<file path="src/rtl/essc_defs.vh">
/*
 * Constants for the erase suspend, erase status check and continuity check host.
 * Assumes a 125 MHz clock and a parallel NOR flash reached through its own pins.
 */
`ifndef ESSC_DEFS_VH
`define ESSC_DEFS_VH

`define ESSC_CLK_NS 8
`define ESSC_WE_PULSE_NS 35
`define ESSC_WE_PULSE_CYC ((`ESSC_WE_PULSE_NS + `ESSC_CLK_NS - 1) / `ESSC_CLK_NS)
`define ESSC_ACCESS_NS 70
`define ESSC_ACCESS_CYC ((`ESSC_ACCESS_NS + `ESSC_CLK_NS - 1) / `ESSC_CLK_NS)
`define ESSC_SUSP_LAT_NS 20000
`define ESSC_SUSP_LAT_CYC ((`ESSC_SUSP_LAT_NS + `ESSC_CLK_NS - 1) / `ESSC_CLK_NS)
`define ESSC_RES_SUSP_NS 100000
`define ESSC_RES_SUSP_CYC ((`ESSC_RES_SUSP_NS + `ESSC_CLK_NS - 1) / `ESSC_CLK_NS)
`define ESSC_CNT_W 14

`define ESSC_OP_SUSPEND 3'h0
`define ESSC_OP_RESUME 3'h1
`define ESSC_OP_EVAL 3'h2
`define ESSC_OP_CONT 3'h3
`define ESSC_OP_SREAD 3'h4
`define ESSC_OP_SCLEAR 3'h5

`define ESSC_CODE_SUSPEND 16'h00b0
`define ESSC_CODE_RESUME 16'h0030
`define ESSC_CODE_EVAL 16'h0035
`define ESSC_CODE_SREAD 16'h0070
`define ESSC_CODE_SCLEAR 16'h0071

`define ESSC_ADDR_CMD 22'h00_0555
`define ESSC_ADDR_ANY 22'h00_0000
`define ESSC_W_PAT1_A 22'h2a_aa55
`define ESSC_W_PAT1_D 16'hff00
`define ESSC_W_PAT2_A 22'h15_55aa
`define ESSC_W_PAT2_D 16'h00ff
`define ESSC_B_PAT1_A 23'h55_54ab
`define ESSC_B_PAT1_D 16'h00ff
`define ESSC_B_PAT2_A 23'h2a_ab54
`define ESSC_B_PAT2_D 16'h0000

`define ESSC_K_WR 3'h0
`define ESSC_K_RD0 3'h1
`define ESSC_K_RD1 3'h2
`define ESSC_K_POLL 3'h3
`define ESSC_K_LAT 3'h4
`define ESSC_K_END 3'h5
`define ESSC_K_RDCAP 3'h6

`define ESSC_SR_READY 7
`define ESSC_SR_NOT_ERASED 5
`define ESSC_SR_CONT 0

`endif

</file>
<file path="src/rtl/essc_bus_cycle.v">
/*
 * One asynchronous flash bus cycle, write or read, timed in clock cycles.
 * Assumes the caller raises start for one cycle only while done is not pending.
 */
`include "essc_defs.vh"

module essc_bus_cycle (
   // Clock and reset
   input wire clock,
   input wire rst_b,
   // Request
   input wire start,
   input wire is_read,
   input wire [22:0] bus_addr,
   input wire [15:0] wr_data,
   // Answer
   output reg done,
   output reg [15:0] rd_data,
   // Flash pins
   output reg [21:0] flash_addr,
   output reg flash_a_m1,
   output reg flash_ce_b,
   output reg flash_oe_b,
   output reg flash_we_b,
   input wire [15:0] dq_in,
   output reg [15:0] dq_out,
   output reg dq_oe
);

   localparam [31:0] ACC_CYC = `ESSC_ACCESS_CYC;
   localparam [31:0] WE_CYC = `ESSC_WE_PULSE_CYC;

   reg busy;
   reg reading;
   reg [3:0] cnt;

   always @(posedge clock or negedge rst_b) begin
      if (!rst_b) begin
         busy <= 1'b0;
         reading <= 1'b0;
         cnt <= 4'h0;
         done <= 1'b0;
         rd_data <= 16'h0000;
         flash_addr <= 22'h00_0000;
         flash_a_m1 <= 1'b0;
         flash_ce_b <= 1'b1;
         flash_oe_b <= 1'b1;
         flash_we_b <= 1'b1;
         dq_out <= 16'h0000;
         dq_oe <= 1'b0;
      end else begin
         done <= 1'b0;
         if (start && !busy) begin
            busy <= 1'b1;
            reading <= is_read;
            flash_addr <= bus_addr[22:1];
            flash_a_m1 <= bus_addr[0];
            flash_ce_b <= 1'b0;
            flash_oe_b <= !is_read;
            flash_we_b <= is_read;
            dq_out <= wr_data;
            dq_oe <= !is_read;
            cnt <= is_read ? ACC_CYC[3:0] : WE_CYC[3:0];
         end else if (busy) begin
            if (cnt > 4'h1) begin
               cnt <= cnt - 4'h1;
            end else if (!flash_ce_b) begin
               // Strobes rise first; data is held one more cycle for hold time.
               flash_ce_b <= 1'b1;
               flash_oe_b <= 1'b1;
               flash_we_b <= 1'b1;
               if (reading) begin
                  rd_data <= dq_in;
               end
            end else begin
               dq_oe <= 1'b0;
               busy <= 1'b0;
               done <= 1'b1;
            end
         end
      end
   end

endmodule

</file>
<file path="src/rtl/essc_host.v">
/*
 * Host controller that issues erase suspend, erase resume, erase status evaluation,
 * status read, status clear and continuity check to a parallel NOR flash.
 * Assumes the device keeps its own command rules; one order is run at a time.
 */
`include "essc_defs.vh"

module essc_host #(
   parameter RES_SUSP_CYC = `ESSC_RES_SUSP_CYC
) (
   // Clock and reset
   input wire clock,
   input wire rst_b,
   // User orders
   input wire cmd_valid,
   output wire cmd_ready,
   input wire [2:0] cmd_op,
   input wire [21:0] cmd_sector,
   input wire byte_mode,
   // User results
   output reg cmd_done,
   output reg cmd_fail,
   output reg [7:0] status_value,
   output reg not_erased,
   output reg suspended,
   output wire gap_busy,
   // Flash pins
   output wire [21:0] flash_addr,
   output wire flash_a_m1,
   output wire flash_ce_b,
   output wire flash_oe_b,
   output wire flash_we_b,
   input wire [15:0] dq_in,
   output wire [15:0] dq_out,
   output wire dq_oe
);

   localparam S_IDLE = 4'b0001;
   localparam S_STEP = 4'b0010;
   localparam S_BUS = 4'b0100;
   localparam S_LAT = 4'b1000;
   localparam [31:0] LAT_CYC = `ESSC_SUSP_LAT_CYC;

   reg [3:0] state;
   reg [2:0] op;
   reg [2:0] idx;
   reg [21:0] sector;
   reg bmode;
   reg [`ESSC_CNT_W-1:0] lat_cnt;
   reg [`ESSC_CNT_W-1:0] gap_cnt;
   reg bus_start;
   reg bus_read;
   reg [22:0] bus_addr;
   reg [15:0] bus_data;
   wire bus_done;
   wire [15:0] bus_rd;
   wire [41:0] cur;
   wire [2:0] cur_kind;

   // Word addresses become bus addresses with the extra low line at zero.
   function [22:0] waddr;
      input [21:0] wa;
      begin
         waddr = {wa, 1'b0};
      end
   endfunction

   // Step table: kind, bus address, data for step n of order o.
   function [41:0] step;
      input [2:0] o;
      input [2:0] n;
      input bm;
      input [21:0] sa;
      reg [41:0] wr70;
      begin
         wr70 = {`ESSC_K_WR, waddr(`ESSC_ADDR_CMD), `ESSC_CODE_SREAD};
         step = {`ESSC_K_END, 23'h00_0000, 16'h0000};
         case (o)
            `ESSC_OP_SUSPEND: begin
               if (n == 3'h0) step = {`ESSC_K_WR, waddr(`ESSC_ADDR_ANY), `ESSC_CODE_SUSPEND};
               if (n == 3'h1) step = {`ESSC_K_LAT, 23'h00_0000, 16'h0000};
            end
            `ESSC_OP_RESUME: begin
               if (n == 3'h0) step = {`ESSC_K_WR, waddr(`ESSC_ADDR_ANY), `ESSC_CODE_RESUME};
            end
            `ESSC_OP_EVAL: begin
               if (n == 3'h0) step = {`ESSC_K_WR, waddr(sa), `ESSC_CODE_EVAL};
               if (n == 3'h1) step = wr70;
               if (n == 3'h2) step = {`ESSC_K_POLL, 23'h00_0000, 16'h0000};
            end
            `ESSC_OP_CONT: begin
               // clear, check zero, pattern, check one
               case (n)
                  3'h0: step = {`ESSC_K_WR, waddr(`ESSC_ADDR_CMD), `ESSC_CODE_SCLEAR};
                  3'h1: step = wr70;
                  3'h2: step = {`ESSC_K_RD0, 23'h00_0000, 16'h0000};
                  3'h3: step = bm ? {`ESSC_K_WR, `ESSC_B_PAT1_A, `ESSC_B_PAT1_D} :
                               {`ESSC_K_WR, waddr(`ESSC_W_PAT1_A), `ESSC_W_PAT1_D};
                  3'h4: step = bm ? {`ESSC_K_WR, `ESSC_B_PAT2_A, `ESSC_B_PAT2_D} :
                               {`ESSC_K_WR, waddr(`ESSC_W_PAT2_A), `ESSC_W_PAT2_D};
                  3'h5: step = wr70;
                  3'h6: step = {`ESSC_K_RD1, 23'h00_0000, 16'h0000};
                  default: step = {`ESSC_K_END, 23'h00_0000, 16'h0000};
               endcase
            end
            `ESSC_OP_SREAD: begin
               if (n == 3'h0) step = wr70;
               if (n == 3'h1) step = {`ESSC_K_RDCAP, 23'h00_0000, 16'h0000};
            end
            `ESSC_OP_SCLEAR: begin
               if (n == 3'h0) step = {`ESSC_K_WR, waddr(`ESSC_ADDR_CMD), `ESSC_CODE_SCLEAR};
            end
            default: step = {`ESSC_K_END, 23'h00_0000, 16'h0000};
         endcase
      end
   endfunction

   assign cur = step(op, idx, bmode, sector);
   assign cur_kind = cur[41:39];
   assign gap_busy = (gap_cnt != {`ESSC_CNT_W{1'b0}});

   assign cmd_ready = (state == S_IDLE) &&
      !((cmd_op == `ESSC_OP_SUSPEND) && gap_busy) &&
      !((cmd_op == `ESSC_OP_EVAL) && suspended);

   always @(posedge clock or negedge rst_b) begin
      if (!rst_b) begin
         state <= S_IDLE;
         op <= `ESSC_OP_SUSPEND;
         idx <= 3'h0;
         sector <= 22'h00_0000;
         bmode <= 1'b0;
         lat_cnt <= {`ESSC_CNT_W{1'b0}};
         gap_cnt <= {`ESSC_CNT_W{1'b0}};
         bus_start <= 1'b0;
         bus_read <= 1'b0;
         bus_addr <= 23'h00_0000;
         bus_data <= 16'h0000;
         cmd_done <= 1'b0;
         cmd_fail <= 1'b0;
         status_value <= 8'h00;
         not_erased <= 1'b0;
         suspended <= 1'b0;
      end else begin
         cmd_done <= 1'b0;
         bus_start <= 1'b0;
         if (gap_busy) begin
            gap_cnt <= gap_cnt - {{(`ESSC_CNT_W-1){1'b0}}, 1'b1};
         end
         case (state)
            S_IDLE: begin
               if (cmd_valid && cmd_ready) begin
                  op <= cmd_op;
                  sector <= cmd_sector;
                  bmode <= byte_mode;
                  idx <= 3'h0;
                  cmd_fail <= 1'b0;
                  state <= S_STEP;
               end
            end
            S_STEP: begin
               case (cur_kind)
                  `ESSC_K_END: begin
                     cmd_done <= 1'b1;
                     state <= S_IDLE;
                     if (op == `ESSC_OP_SUSPEND) begin
                        suspended <= 1'b1;
                     end
                     if (op == `ESSC_OP_RESUME) begin
                        suspended <= 1'b0;
                        gap_cnt <= RES_SUSP_CYC[`ESSC_CNT_W-1:0];
                     end
                  end
                  `ESSC_K_LAT: begin
                     lat_cnt <= LAT_CYC[`ESSC_CNT_W-1:0];
                     state <= S_LAT;
                  end
                  default: begin
                     bus_start <= 1'b1;
                     bus_read <= (cur_kind != `ESSC_K_WR);
                     bus_addr <= cur[38:16];
                     bus_data <= cur[15:0];
                     state <= S_BUS;
                  end
               endcase
            end
            S_BUS: begin
               if (bus_done) begin
                  state <= S_STEP;
                  idx <= idx + 3'h1;
                  if (cur_kind != `ESSC_K_WR) begin
                     status_value <= bus_rd[7:0];
                  end
                  // status bit 0 clear then set
                  if (cur_kind == `ESSC_K_RD0 && bus_rd[`ESSC_SR_CONT]) begin
                     cmd_fail <= 1'b1;
                  end
                  if (cur_kind == `ESSC_K_RD1 && !bus_rd[`ESSC_SR_CONT]) begin
                     cmd_fail <= 1'b1;
                  end
                  if (cur_kind == `ESSC_K_POLL) begin
                     // poll ready bit, then erased bit
                     if (!bus_rd[`ESSC_SR_READY]) begin
                        idx <= idx - 3'h1;
                     end else begin
                        not_erased <= bus_rd[`ESSC_SR_NOT_ERASED];
                        cmd_fail <= bus_rd[`ESSC_SR_NOT_ERASED];
                     end
                  end
               end
            end
            S_LAT: begin
               if (lat_cnt > {{(`ESSC_CNT_W-1){1'b0}}, 1'b1}) begin
                  lat_cnt <= lat_cnt - {{(`ESSC_CNT_W-1){1'b0}}, 1'b1};
               end else begin
                  idx <= idx + 3'h1;
                  state <= S_STEP;
               end
            end
            default: state <= S_IDLE;
         endcase
      end
   end

   essc_bus_cycle u_bus (
      .clock(clock),
      .rst_b(rst_b),
      .start(bus_start),
      .is_read(bus_read),
      .bus_addr(bus_addr),
      .wr_data(bus_data),
      .done(bus_done),
      .rd_data(bus_rd),
      .flash_addr(flash_addr),
      .flash_a_m1(flash_a_m1),
      .flash_ce_b(flash_ce_b),
      .flash_oe_b(flash_oe_b),
      .flash_we_b(flash_we_b),
      .dq_in(dq_in),
      .dq_out(dq_out),
      .dq_oe(dq_oe)
   );

endmodule

</file>
<file path="config.mk">
export PLATFORM = sky130hd
export DESIGN_NAME = essc_host
export DESIGN_NICKNAME = d
export VERILOG_FILES = /design/src/rtl/essc_bus_cycle.v /design/src/rtl/essc_host.v
export VERILOG_INCLUDE_DIRS = /design/src /design/src/rtl
export SDC_FILE = /design/constraint.sdc
export NUM_CORES = 1
export LEC_CHECK = 0
export ABC_CLOCK_PERIOD_IN_PS = 2800
export BUFFER_PORTS_ARGS = -buffer_cell sky130_fd_sc_hd__buf_4
export CORE_ASPECT_RATIO = 2
export CORE_MARGIN = 5
export CORE_UTILIZATION = 48
export CTS_CLUSTER_DIAMETER = 50
export DETAILED_ROUTE_END_ITERATION = 8
export PLACE_DENSITY = 0.68
export SLEW_MARGIN = 0
export SYNTH_ARGS = -nofsm -noshare
export SYNTH_HDL_FRONTEND = slang
export SYNTH_HIERARCHICAL = 1
export SYNTH_SLANG_ARGS = --single-unit
export TNS_END_PERCENT = 10
</file>
<file path="constraint.sdc">
create_clock -name clock -period 2.8 [get_ports clock]
set_input_delay 0.14 -clock clock [delete_from_list [all_inputs] [get_ports clock]]
set_output_delay 0.14 -clock clock [all_outputs]
set_load 0.02 [all_outputs]
</file>
==> flow_metrics.py, run 1 <==
metrics = {
    "routing": {
        "firstDrtPassIters": 5,
        "antenna_left": 0,
        "avgRoutedWirePerCell_um": 16.0,
        "wirelength_um": 17300,
        "num_vias": 5790,
        "via_per_inst": 5.34,
        "drt_iter0_drc": 226,
        "remaining_drc_errors": 0,
    },
    "worst_setup_path": {
        "reg2reg_depth": 8,
        "reg2reg_slack_ns": 0.21,
        "crit_arrival_ns": 2.89,
        "cp-end-kind": "flop",
        "crit_type": "flop to flop",
        "critPathRequiredTime_ns": 3.11,
        "critPathMaxFanout": 10,
        "start_kind": "flop",
    },
    "global_route": {
        "grt_use_total_pct": 19.6,
        "grt_max_degree": 82,
        "first_global_vias": 6113,
        "grt_pass1_wl_um": 29800,
        "grt-ovfl-total": 0,
        "antenna_found_initial": 0,
    },
    "worst_hold_path": {
        "hold-path-cell-count": 3,
        "hold_class": "input port to flop",
    },
    "finish": {
        "final_cells": 1084,
        "n_antenna_cell": 0,
        "nets": 927,
        "drive_above_1_share_pct": 25.6,
        "areaGrowthSynthToFinish_pct": 24.9,
    },
    "clock_tree": {
        "htreeDepth": 4,
        "worstSkewPairLatency_ns": 0.43,
        "clk_pin_slew_ns": 0.06,
        "cts_hold_buf": 35,
        "clockBufferDepth": 2,
        "cts_buffers": 17,
        "cts_resized": 0,
        "clock-root-buffer": "clkbuf_16",
        "post_cts_buffers": 0,
        "cts.sinks": 163,
        "cts_tree": "done",
    },
    "pwr": {
        "power_leakage_uw": 0.00462,
        "ir_drop_mv": 0.625,
        "power_uw": 9620,
        "powerDensity_nw_per_um2": 997,
    },
    "timing": {
        "period_minus_slack_ns": 2.59,
        "rsz0062_at_grt": "false",
        "worst_slew_margin_rel_pct": 42.2,
        "setup_viol": 0,
        "worst_slew_pin_slew_ns": 0.867,
        "tns_ns": 0,
        "fmax_mhz": 387,
        "clock_skew_ns": 0.0118,
        "finalHoldViolCount": 0,
        "finalCritPeriodShare_pct": 92.4,
        "drv_slew": 0,
    },
    "run_status": {
        "status": "complete, no violations",
    },
    "placed_design": {
        "port_buffers": 93,
        "routabilityCongestion": 0.835,
        "dpl.hpwl_um": 12500,
        "placed_cells": 1017,
    },
    "yosys": {
        "yosysWarnings": 6,
        "syn_area_um2": 7720,
        "synth_area_per_cell_um2": 10.5,
        "synth_fp_nets": 792,
        "syn_inst": 735,
    },
    "floorplanning": {
        "start_util_pct": 49.0,
        "ios": 102,
        "rows": 65,
        "die_x_um": 99.7,
        "die_h_um": 189,
        "dieArea_um2": 18900,
        "core_area_um2": 15800,
    },
    "run": {
        "maxCapViolations": 0,
    },
}
==> metrics by stage <==
step	worst slack (ns)	cell area, um^2	hold slack, ns	util (%)
after floorplan	0.375	7720	-0.156	-
after global placement	0.325	8680	0.217	55.0
after detailed placement	0.210	8680	0.226	55.0
after CTS	0.199	9650	0.222	61.1
after global routing	0.0233	9650	0.266	61.1
final	0.214	9650	0.234	61.1
==> layout make-up <==
type	count	area (um^2)
Inverter	17	63.8
Sequential cell	163	4080
Tap cell	201	251
Clock inverter	11	153
Fill cell	1303	6130
Timing Repair Buffer	149	1230
Multi-Input combinational cell	522	3400
Clock buffer	21	460
==> critical path: stages, from the launching register on <==
cell and delay, ns:
dfrtp_1 0.41, inv_1 0.12, ha_1 0.33, nor2_1 0.23
a21oi_1 0.14, o221ai_2 0.34, nand2_2 0.13, a31oi_4 0.38
mux2_2 0.38
==> path summary, 6_finish.rpt <==
kind | from | endpoint
worst max register to register | idx[0] | status_value[0]
worst min-delay path | cmd_valid | state[1]
min in group asynchronous | rst_b | u_bus/flash_addr[16]
max in group asynchronous | rst_b | u_bus/dq_out[3]
worst max-delay path | idx[0] | status_value[0]
worst min register to register | bus_data[7] | u_bus/dq_out[7]
==> power breakdown <==
group          internal, uW  total [uW]  leakage [uW]  switching (uW)
registers              3100        3810       0.00213             712
clock network          1460        2390      0.000290             937
logic                  1620        3410       0.00220            1800
total                  6170        9620       0.00462            3450
==> registers in the layout (all words and copies together), names as in the netlist, 3 cells and up <==
name and cells:
gap_cnt 14, u_bus/flash_addr 22, bus_data 7, idx 3
u_bus/dq_out 16, bus_addr 23, op 3, sector 22
lat_cnt 14, state 4, status_value 8, u_bus/rd_data 8
u_bus/cnt 4
==> layout by cell type (no fill, tap or decap), types with 5 or more instances in the layout <==
master / instances
nor3_1: 13
clkbuf_16: 17
nand2b_1: 9
mux2_4: 19
mux2i_1: 6
xor2_1: 11
ha_1: 12
nand3_1: 11
nor2b_1: 7
xnor2_1: 10
o22ai_1: 6
nand2_1: 179
dlygate4sd3_1: 35
nand3b_1: 7
buf_4: 111
nor4_1: 7
a21oi_1: 28
a31oi_1: 5
mux2_2: 25
dfrtp_1: 159
o21ai_0: 37
nor2_1: 42
a21o_1: 7
inv_1: 17
==> metal layers <==
| layer | share of wire, % | GRT usage (%) | routed length, um | up-vias |
|---|---|---|---|---|
| met5 | 0 | 0 | 0 | - |
| met4 | 2.3 | 8.00 | 407 | 0 |
| met3 | 3.9 | 3.91 | 676 | 28 |
| met1 | 38 | 21.9 | 6520 | 2858 |
| li1 | - | - | - | 2785 |
| met2 | 56 | 35.8 | 9740 | 119 |
(Power assumes the default switching activity.)
==> inputs of run 2 (changes only) <==
Settings changed: SETUP_SLACK_MARGIN set to 0.3.
==> run 2 against run 1 <==
Cell area rose by 1.4%; core utilization increased by 0.86 points; die area unchanged; wire length is 1.2% higher; total power grew 1.6%; clock power about the same; critical path type unchanged; worst hold slack worse by 0.0030 ns.
==> flow_metrics.py, run 2 (synthesis results as in run 1) <==
metrics = {
    "worst_setup_path": {
        "critPathRequiredTime_ns": 3.11,
        "reg2reg_depth": 10,
        "cp-end-kind": "flop",
        "critPathLaunch": "idx[0]",
        "critPathCapture": "lat_cnt[1]",
        "crit_arrival_ns": 2.74,
        "start_kind": "flop",
        "crit_type": "flop to flop",
        "critPathMaxFanout": 10,
        "reg2reg_slack_ns": 0.37,
        "r2r-end": "lat_cnt[1]",
        "r2r_start": "idx[0]",
    },
    "finish": {
        "multiInputGateArea_um2": 3430,
        "largest_reg_flops": 23,
        "layout_common_cells": "nand2_1, dfrtp_1, buf_4",
        "nets": 936,
        "largest_register": "bus_addr",
        "areaGrowthSynthToFinish_pct": 26.7,
        "top_regs": "bus_addr (23), sector (22), u_bus/flash_addr (22)",
        "n_antenna_cell": 0,
        "regArea_um2": 4090,
        "drive_above_1_share_pct": 27.2,
        "fill_cells": 1286,
        "final_common_cell": "nand2_1",
    },
    "timing": {
        "finalHoldViolCount": 0,
        "setup_ws_ns": 0.369,
        "drv_slew": 0,
        "rsz0062_at_grt": "true",
        "clock_skew_ns": 0.00983,
        "worst_slew_pin_slew_ns": 0.866,
        "finalCritPeriodShare_pct": 86.8,
        "setup_viol": 0,
        "tns_ns": 0,
        "period_minus_slack_ns": 2.43,
        "fmax_mhz": 411,
        "worst_slew_margin_rel_pct": 42.3,
    },
    "routing": {
        "drt_iter0_drc": 272,
        "num_vias": 5831,
        "avgRoutedWirePerCell_um": 16.1,
        "wirelength_um": 17600,
        "antenna_left": 0,
        "remaining_drc_errors": 0,
        "firstDrtPassIters": 5,
        "via_per_inst": 5.33,
    },
    "clock_tree": {
        "clock-root-buffer": "clkbuf_16",
        "htreeDepth": 4,
        "worstSkewPairLatency_ns": 0.43,
        "cts.sinks": 163,
        "cts_tree": "done",
        "clockBufferDepth": 2,
        "clk_pin_slew_ns": 0.06,
        "cts_buffers": 17,
    },
    "placed_design": {
        "place_ws_ns": 0.210,
        "port_buffers": 93,
        "routabilityCongestion": 0.835,
        "dpl.hpwl_um": 12500,
    },
    "global_route": {
        "grt_pass1_wl_um": 29700,
        "grt_use_total_pct": 19.6,
        "antenna_found_initial": 0,
        "first_global_vias": 6112,
        "grt-ovfl-total": 0,
        "grt_max_degree": 82,
    },
    "pwr": {
        "ir_drop_mv": 0.624,
        "power_uw": 9770,
        "powerDensity_nw_per_um2": 999,
        "power_leakage_uw": 0.00467,
    },
    "floorplanning": {
        "die_h_um": 189,
        "die_x_um": 99.7,
        "core_area_um2": 15800,
        "ios": 102,
        "dieArea_um2": 18900,
        "rows": 65,
        "start_util_pct": 49.0,
    },
    "run": {
        "maxCapViolations": 0,
    },
    "worst_hold_path": {
        "hold_class": "input port to flop",
    },
    "run_status": {
        "status": "complete, no violations",
    },
}
run 2: changes by cell type in the layout (fill, tap and decap cells not counted), moves of 2 or more:
cell / change
ha_2: +3
buf_6: +3
buf_12: +2
buf_4: +4
ha_1: -4
run 2: where the power goes:
part / total [uW] / internal, uW / switching, uW
clock: 2390 / 1460 / 938
combinational: 3560 / 1720 / 1830
sequential: 3820 / 3100 / 719
total: 9770 / 6280 / 3490
run 2: worst min path at each step:
| stage | slack, ns | start | to | cells past startpoint |
|---|---|---|---|---|
| final | 0.23 | cmd_valid | state[1] | 3 |
| after global routing | 0.27 | cmd_valid | state[1] | 3 |
| after CTS | 0.22 | cmd_valid | state[1] | 3 |
| after detailed placement | 0.23 | rst_b | u_bus/flash_addr[16] | 1 |
| after global placement | 0.22 | rst_b | u_bus/flash_addr[16] | 1 |
| after floorplan | -0.16 | rst_b | bmode | 0 |
run 2: metal layers:
layer | vias up | track usage [%] | routed length [um] | share of wire, %
met5 | - | 0 | 0 | 0
met4 | 0 | 8.00 | 447 | 2.5
met3 | 31 | 3.91 | 650 | 3.7
met2 | 112 | 35.8 | 9880 | 56
met1 | 2881 | 21.8 | 6580 | 37
li1 | 2807 | - | - | -
run 2: final cells by class:
class                      count  share of cell area, %
inverter                      17                  0.652
sequential                   163                   41.8
timing repair buffer         158                   13.7
clock inverter                11                   1.56
tap                          201                   2.57
multi-input combinational    522                   35.1
clock buffer                  21                   4.71
run 2: worst max-delay path, stage by stage (launching register included):
cell,delay (ns)
dfrtp_1,0.39
inv_1,0.14
ha_4,0.22
or2_2,0.32
nor4b_4,0.31
buf_4,0.17
a211oi_4,0.05
buf_12,0.16
a211oi_4,0.29
buf_6,0.18
o22ai_1,0.07
run 2: through the flow:
stage	util [%]	hold WS, ns	cell area [um^2]	std cells
floorplan	-	-0.156	7720	735
global placement	55.0	0.217	8680	1017
detailed placement	55.0	0.226	8680	1017
CTS	61.3	0.222	9680	1085
global route	62.0	0.266	9780	1093
finish	62.0	0.231	9780	1093
run 2: what timing repair did:
item / 4_1_cts / 5_1_grt
hold buffers: 35 / 0
pin swaps: 2 / 4
setup buffers: 1 / 7
setup endpoints to repair: 37 / 75
gates resized for setup: 3 / 11
cloned: 0 / 1
endpoints found under the hold margin: 112 / 0
==> inputs of run 3 (changes only) <==
Settings changed: CTS_BUF_LIST set to sky130_fd_sc_hd__clkbuf_16, TNS_END_PERCENT 10 to 30.
==> run 3 against run 2 <==
Wire length grew 0.79%; count of clock-buffer cells in the layout down 4; sequential cell count stayed put; fmax rose by 0.29%; setup slack better by 0.0069 ns; sequential power is essentially flat; largest cell class unchanged; largest power group unchanged.
==> flow_metrics.py, run 3 (synthesis results as in run 1) <==
metrics = {
    "run_status": {
        "status": "complete, no violations",
    },
    "global_route": {
        "grt_use_total_pct": 19.7,
        "grt_pass1_wl_um": 29800,
        "grt-ovfl-total": 0,
        "antenna_found_initial": 0,
        "grt_max_degree": 82,
        "first_global_vias": 6121,
    },
    "placed_design": {
        "dpl.hpwl_um": 12500,
        "routabilityCongestion": 0.835,
        "port_buffers": 93,
    },
    "timing": {
        "tns_ns": 0,
        "clock_skew_ns": 0.0106,
        "finalCritPeriodShare_pct": 86.6,
        "hold_ws_ns": 0.230,
        "period_minus_slack_ns": 2.42,
        "fmax_mhz": 413,
        "rsz0062_at_grt": "true",
        "finalHoldViolCount": 0,
        "drv_slew": 0,
        "setup_viol": 0,
        "worst_slew_margin_rel_pct": 41.9,
        "worst_slew_pin_slew_ns": 0.871,
    },
    "routing": {
        "num_vias": 5844,
        "firstDrtPassIters": 4,
        "avgRoutedWirePerCell_um": 16.2,
        "remaining_drc_errors": 0,
        "via_per_inst": 5.34,
        "drt_iter0_drc": 246,
        "wirelength_um": 17700,
        "antenna_left": 0,
    },
    "finish": {
        "final_common_cell": "nand2_1",
        "areaGrowthSynthToFinish_pct": 26.7,
        "fill_cells": 1287,
        "top_regs": "bus_addr (23), sector (22), u_bus/flash_addr (22)",
        "drive_above_1_share_pct": 27.1,
        "largest_reg_flops": 23,
        "largest_register": "bus_addr",
        "nets": 937,
        "layout_common_cells": "nand2_1, dfrtp_1, buf_4",
        "n_antenna_cell": 0,
    },
    "floorplanning": {
        "rows": 65,
        "die_h_um": 189,
        "core_area_um2": 15800,
        "ios": 102,
        "start_util_pct": 49.0,
        "dieArea_um2": 18900,
        "die_x_um": 99.7,
    },
    "worst_hold_path": {
        "min_to": "state[1]",
        "hold-path-cell-count": 3,
        "min_from": "cmd_valid",
        "hold_class": "input port to flop",
    },
    "worst_setup_path": {
        "crit_chain": "inv_1 > ha_4 > or2_2 > nor4b_4 > buf_4 > a211oi_4 > buf_12 > a211oi_4 > buf_6 > o22ai_1",
        "start_kind": "flop",
        "cp-end-kind": "flop",
        "critPathRequiredTime_ns": 3.11,
        "crit_type": "flop to flop",
        "critPathLaunch": "idx[0]",
        "crit_path_frequent_cell": "a211oi_4",
        "reg2reg_depth": 10,
        "reg2reg_slack_ns": 0.38,
        "critPathMaxFanout": 10,
        "r2r_start": "idx[0]",
        "r2r-end": "lat_cnt[1]",
        "crit_arrival_ns": 2.74,
        "critPathSlowestCell": "dfrtp_1",
        "slowest_delay_ns": 0.39,
    },
    "clock_tree": {
        "cts_tree": "done",
        "htreeDepth": 4,
        "clk_pin_slew_ns": 0.06,
        "cts.sinks": 163,
        "worstSkewPairLatency_ns": 0.43,
        "clockBufferDepth": 2,
        "clock-root-buffer": "clkbuf_16",
        "cts_buffers": 17,
    },
    "pwr": {
        "powerDensity_nw_per_um2": 995,
        "power_leakage_uw": 0.00468,
        "ir_drop_mv": 0.600,
    },
    "run": {
        "maxCapViolations": 0,
    },
}
[run 3: worst max-delay path by stage]
stage	endpoint	slack [ns]
finish	lat_cnt[1]	0.38
global route	lat_cnt[1]	0.26
detailed placement	status_value[3]	0.21
floorplan	bus_data[2]	0.37
global placement	gap_cnt[6]	0.32
CTS	sector[1]	0.30
[run 3: through the flow]
| stage | util [%] | setup WS, ns | total power (uW) | instances | instance area (um^2) |
|---|---|---|---|---|---|
| finish | 62.0 | 0.376 | 9750 | 1094 | 9790 |
| global route | 62.0 | 0.260 | 10400 | 1094 | 9790 |
| CTS | 61.2 | 0.301 | 9640 | 1085 | 9660 |
| detailed placement | 55.0 | 0.210 | 7220 | 1017 | 8680 |
| global placement | 55.0 | 0.325 | 7090 | 1017 | 8680 |
| floorplan | - | 0.375 | 6180 | 735 | 7720 |
[run 3: cell type report]
class                           count  area (um^2)  share of cell area (%)
Clock buffer                       17          425                    4.35
Clock inverter                     15          168                    1.71
Inverter                           17         63.8                   0.652
Multi-Input combinational cell    522         3440                    35.2
Sequential cell                   163         4080                    41.7
Tap cell                          201          251                    2.57
Timing Repair Buffer              159         1350                    13.8
[run 3: timing repair]
item,4_1_cts,5_1_grt
setup endpoints to repair,37,75
hold endpoints to repair,112,0
resized for setup,3,14
pin swaps,2,4
hold buffers,35,0
gates cloned,0,1
buffers inserted,1,8
[run 3: routing by layer]
layer	vias to the layer above	share of wire, %	routed length (um)	GRT usage (%)
met2	124	56	9900	35.9
met5	-	0	0	0
met3	32	3.8	671	3.61
met4	0	2.8	497	8.68
li1	2810	-	-	-
met1	2878	37	6630	21.9
[run 3: report_power, final]
group | switching [uW] | total [uW] | internal, uW
clock network | 943 | 2340 | 1390
registers | 723 | 3830 | 3100
logic | 1840 | 3580 | 1740
[run 3: critical path, delay by kind of cell (launching register included)]
family	cells	cell delay, ns
AND/OR/NAND/NOR	2	0.63
flip-flops	1	0.39
AO/OA/AOI/OAI	3	0.41
adder cells (fa/ha/maj)	1	0.22
buffers and inverters	4	0.65
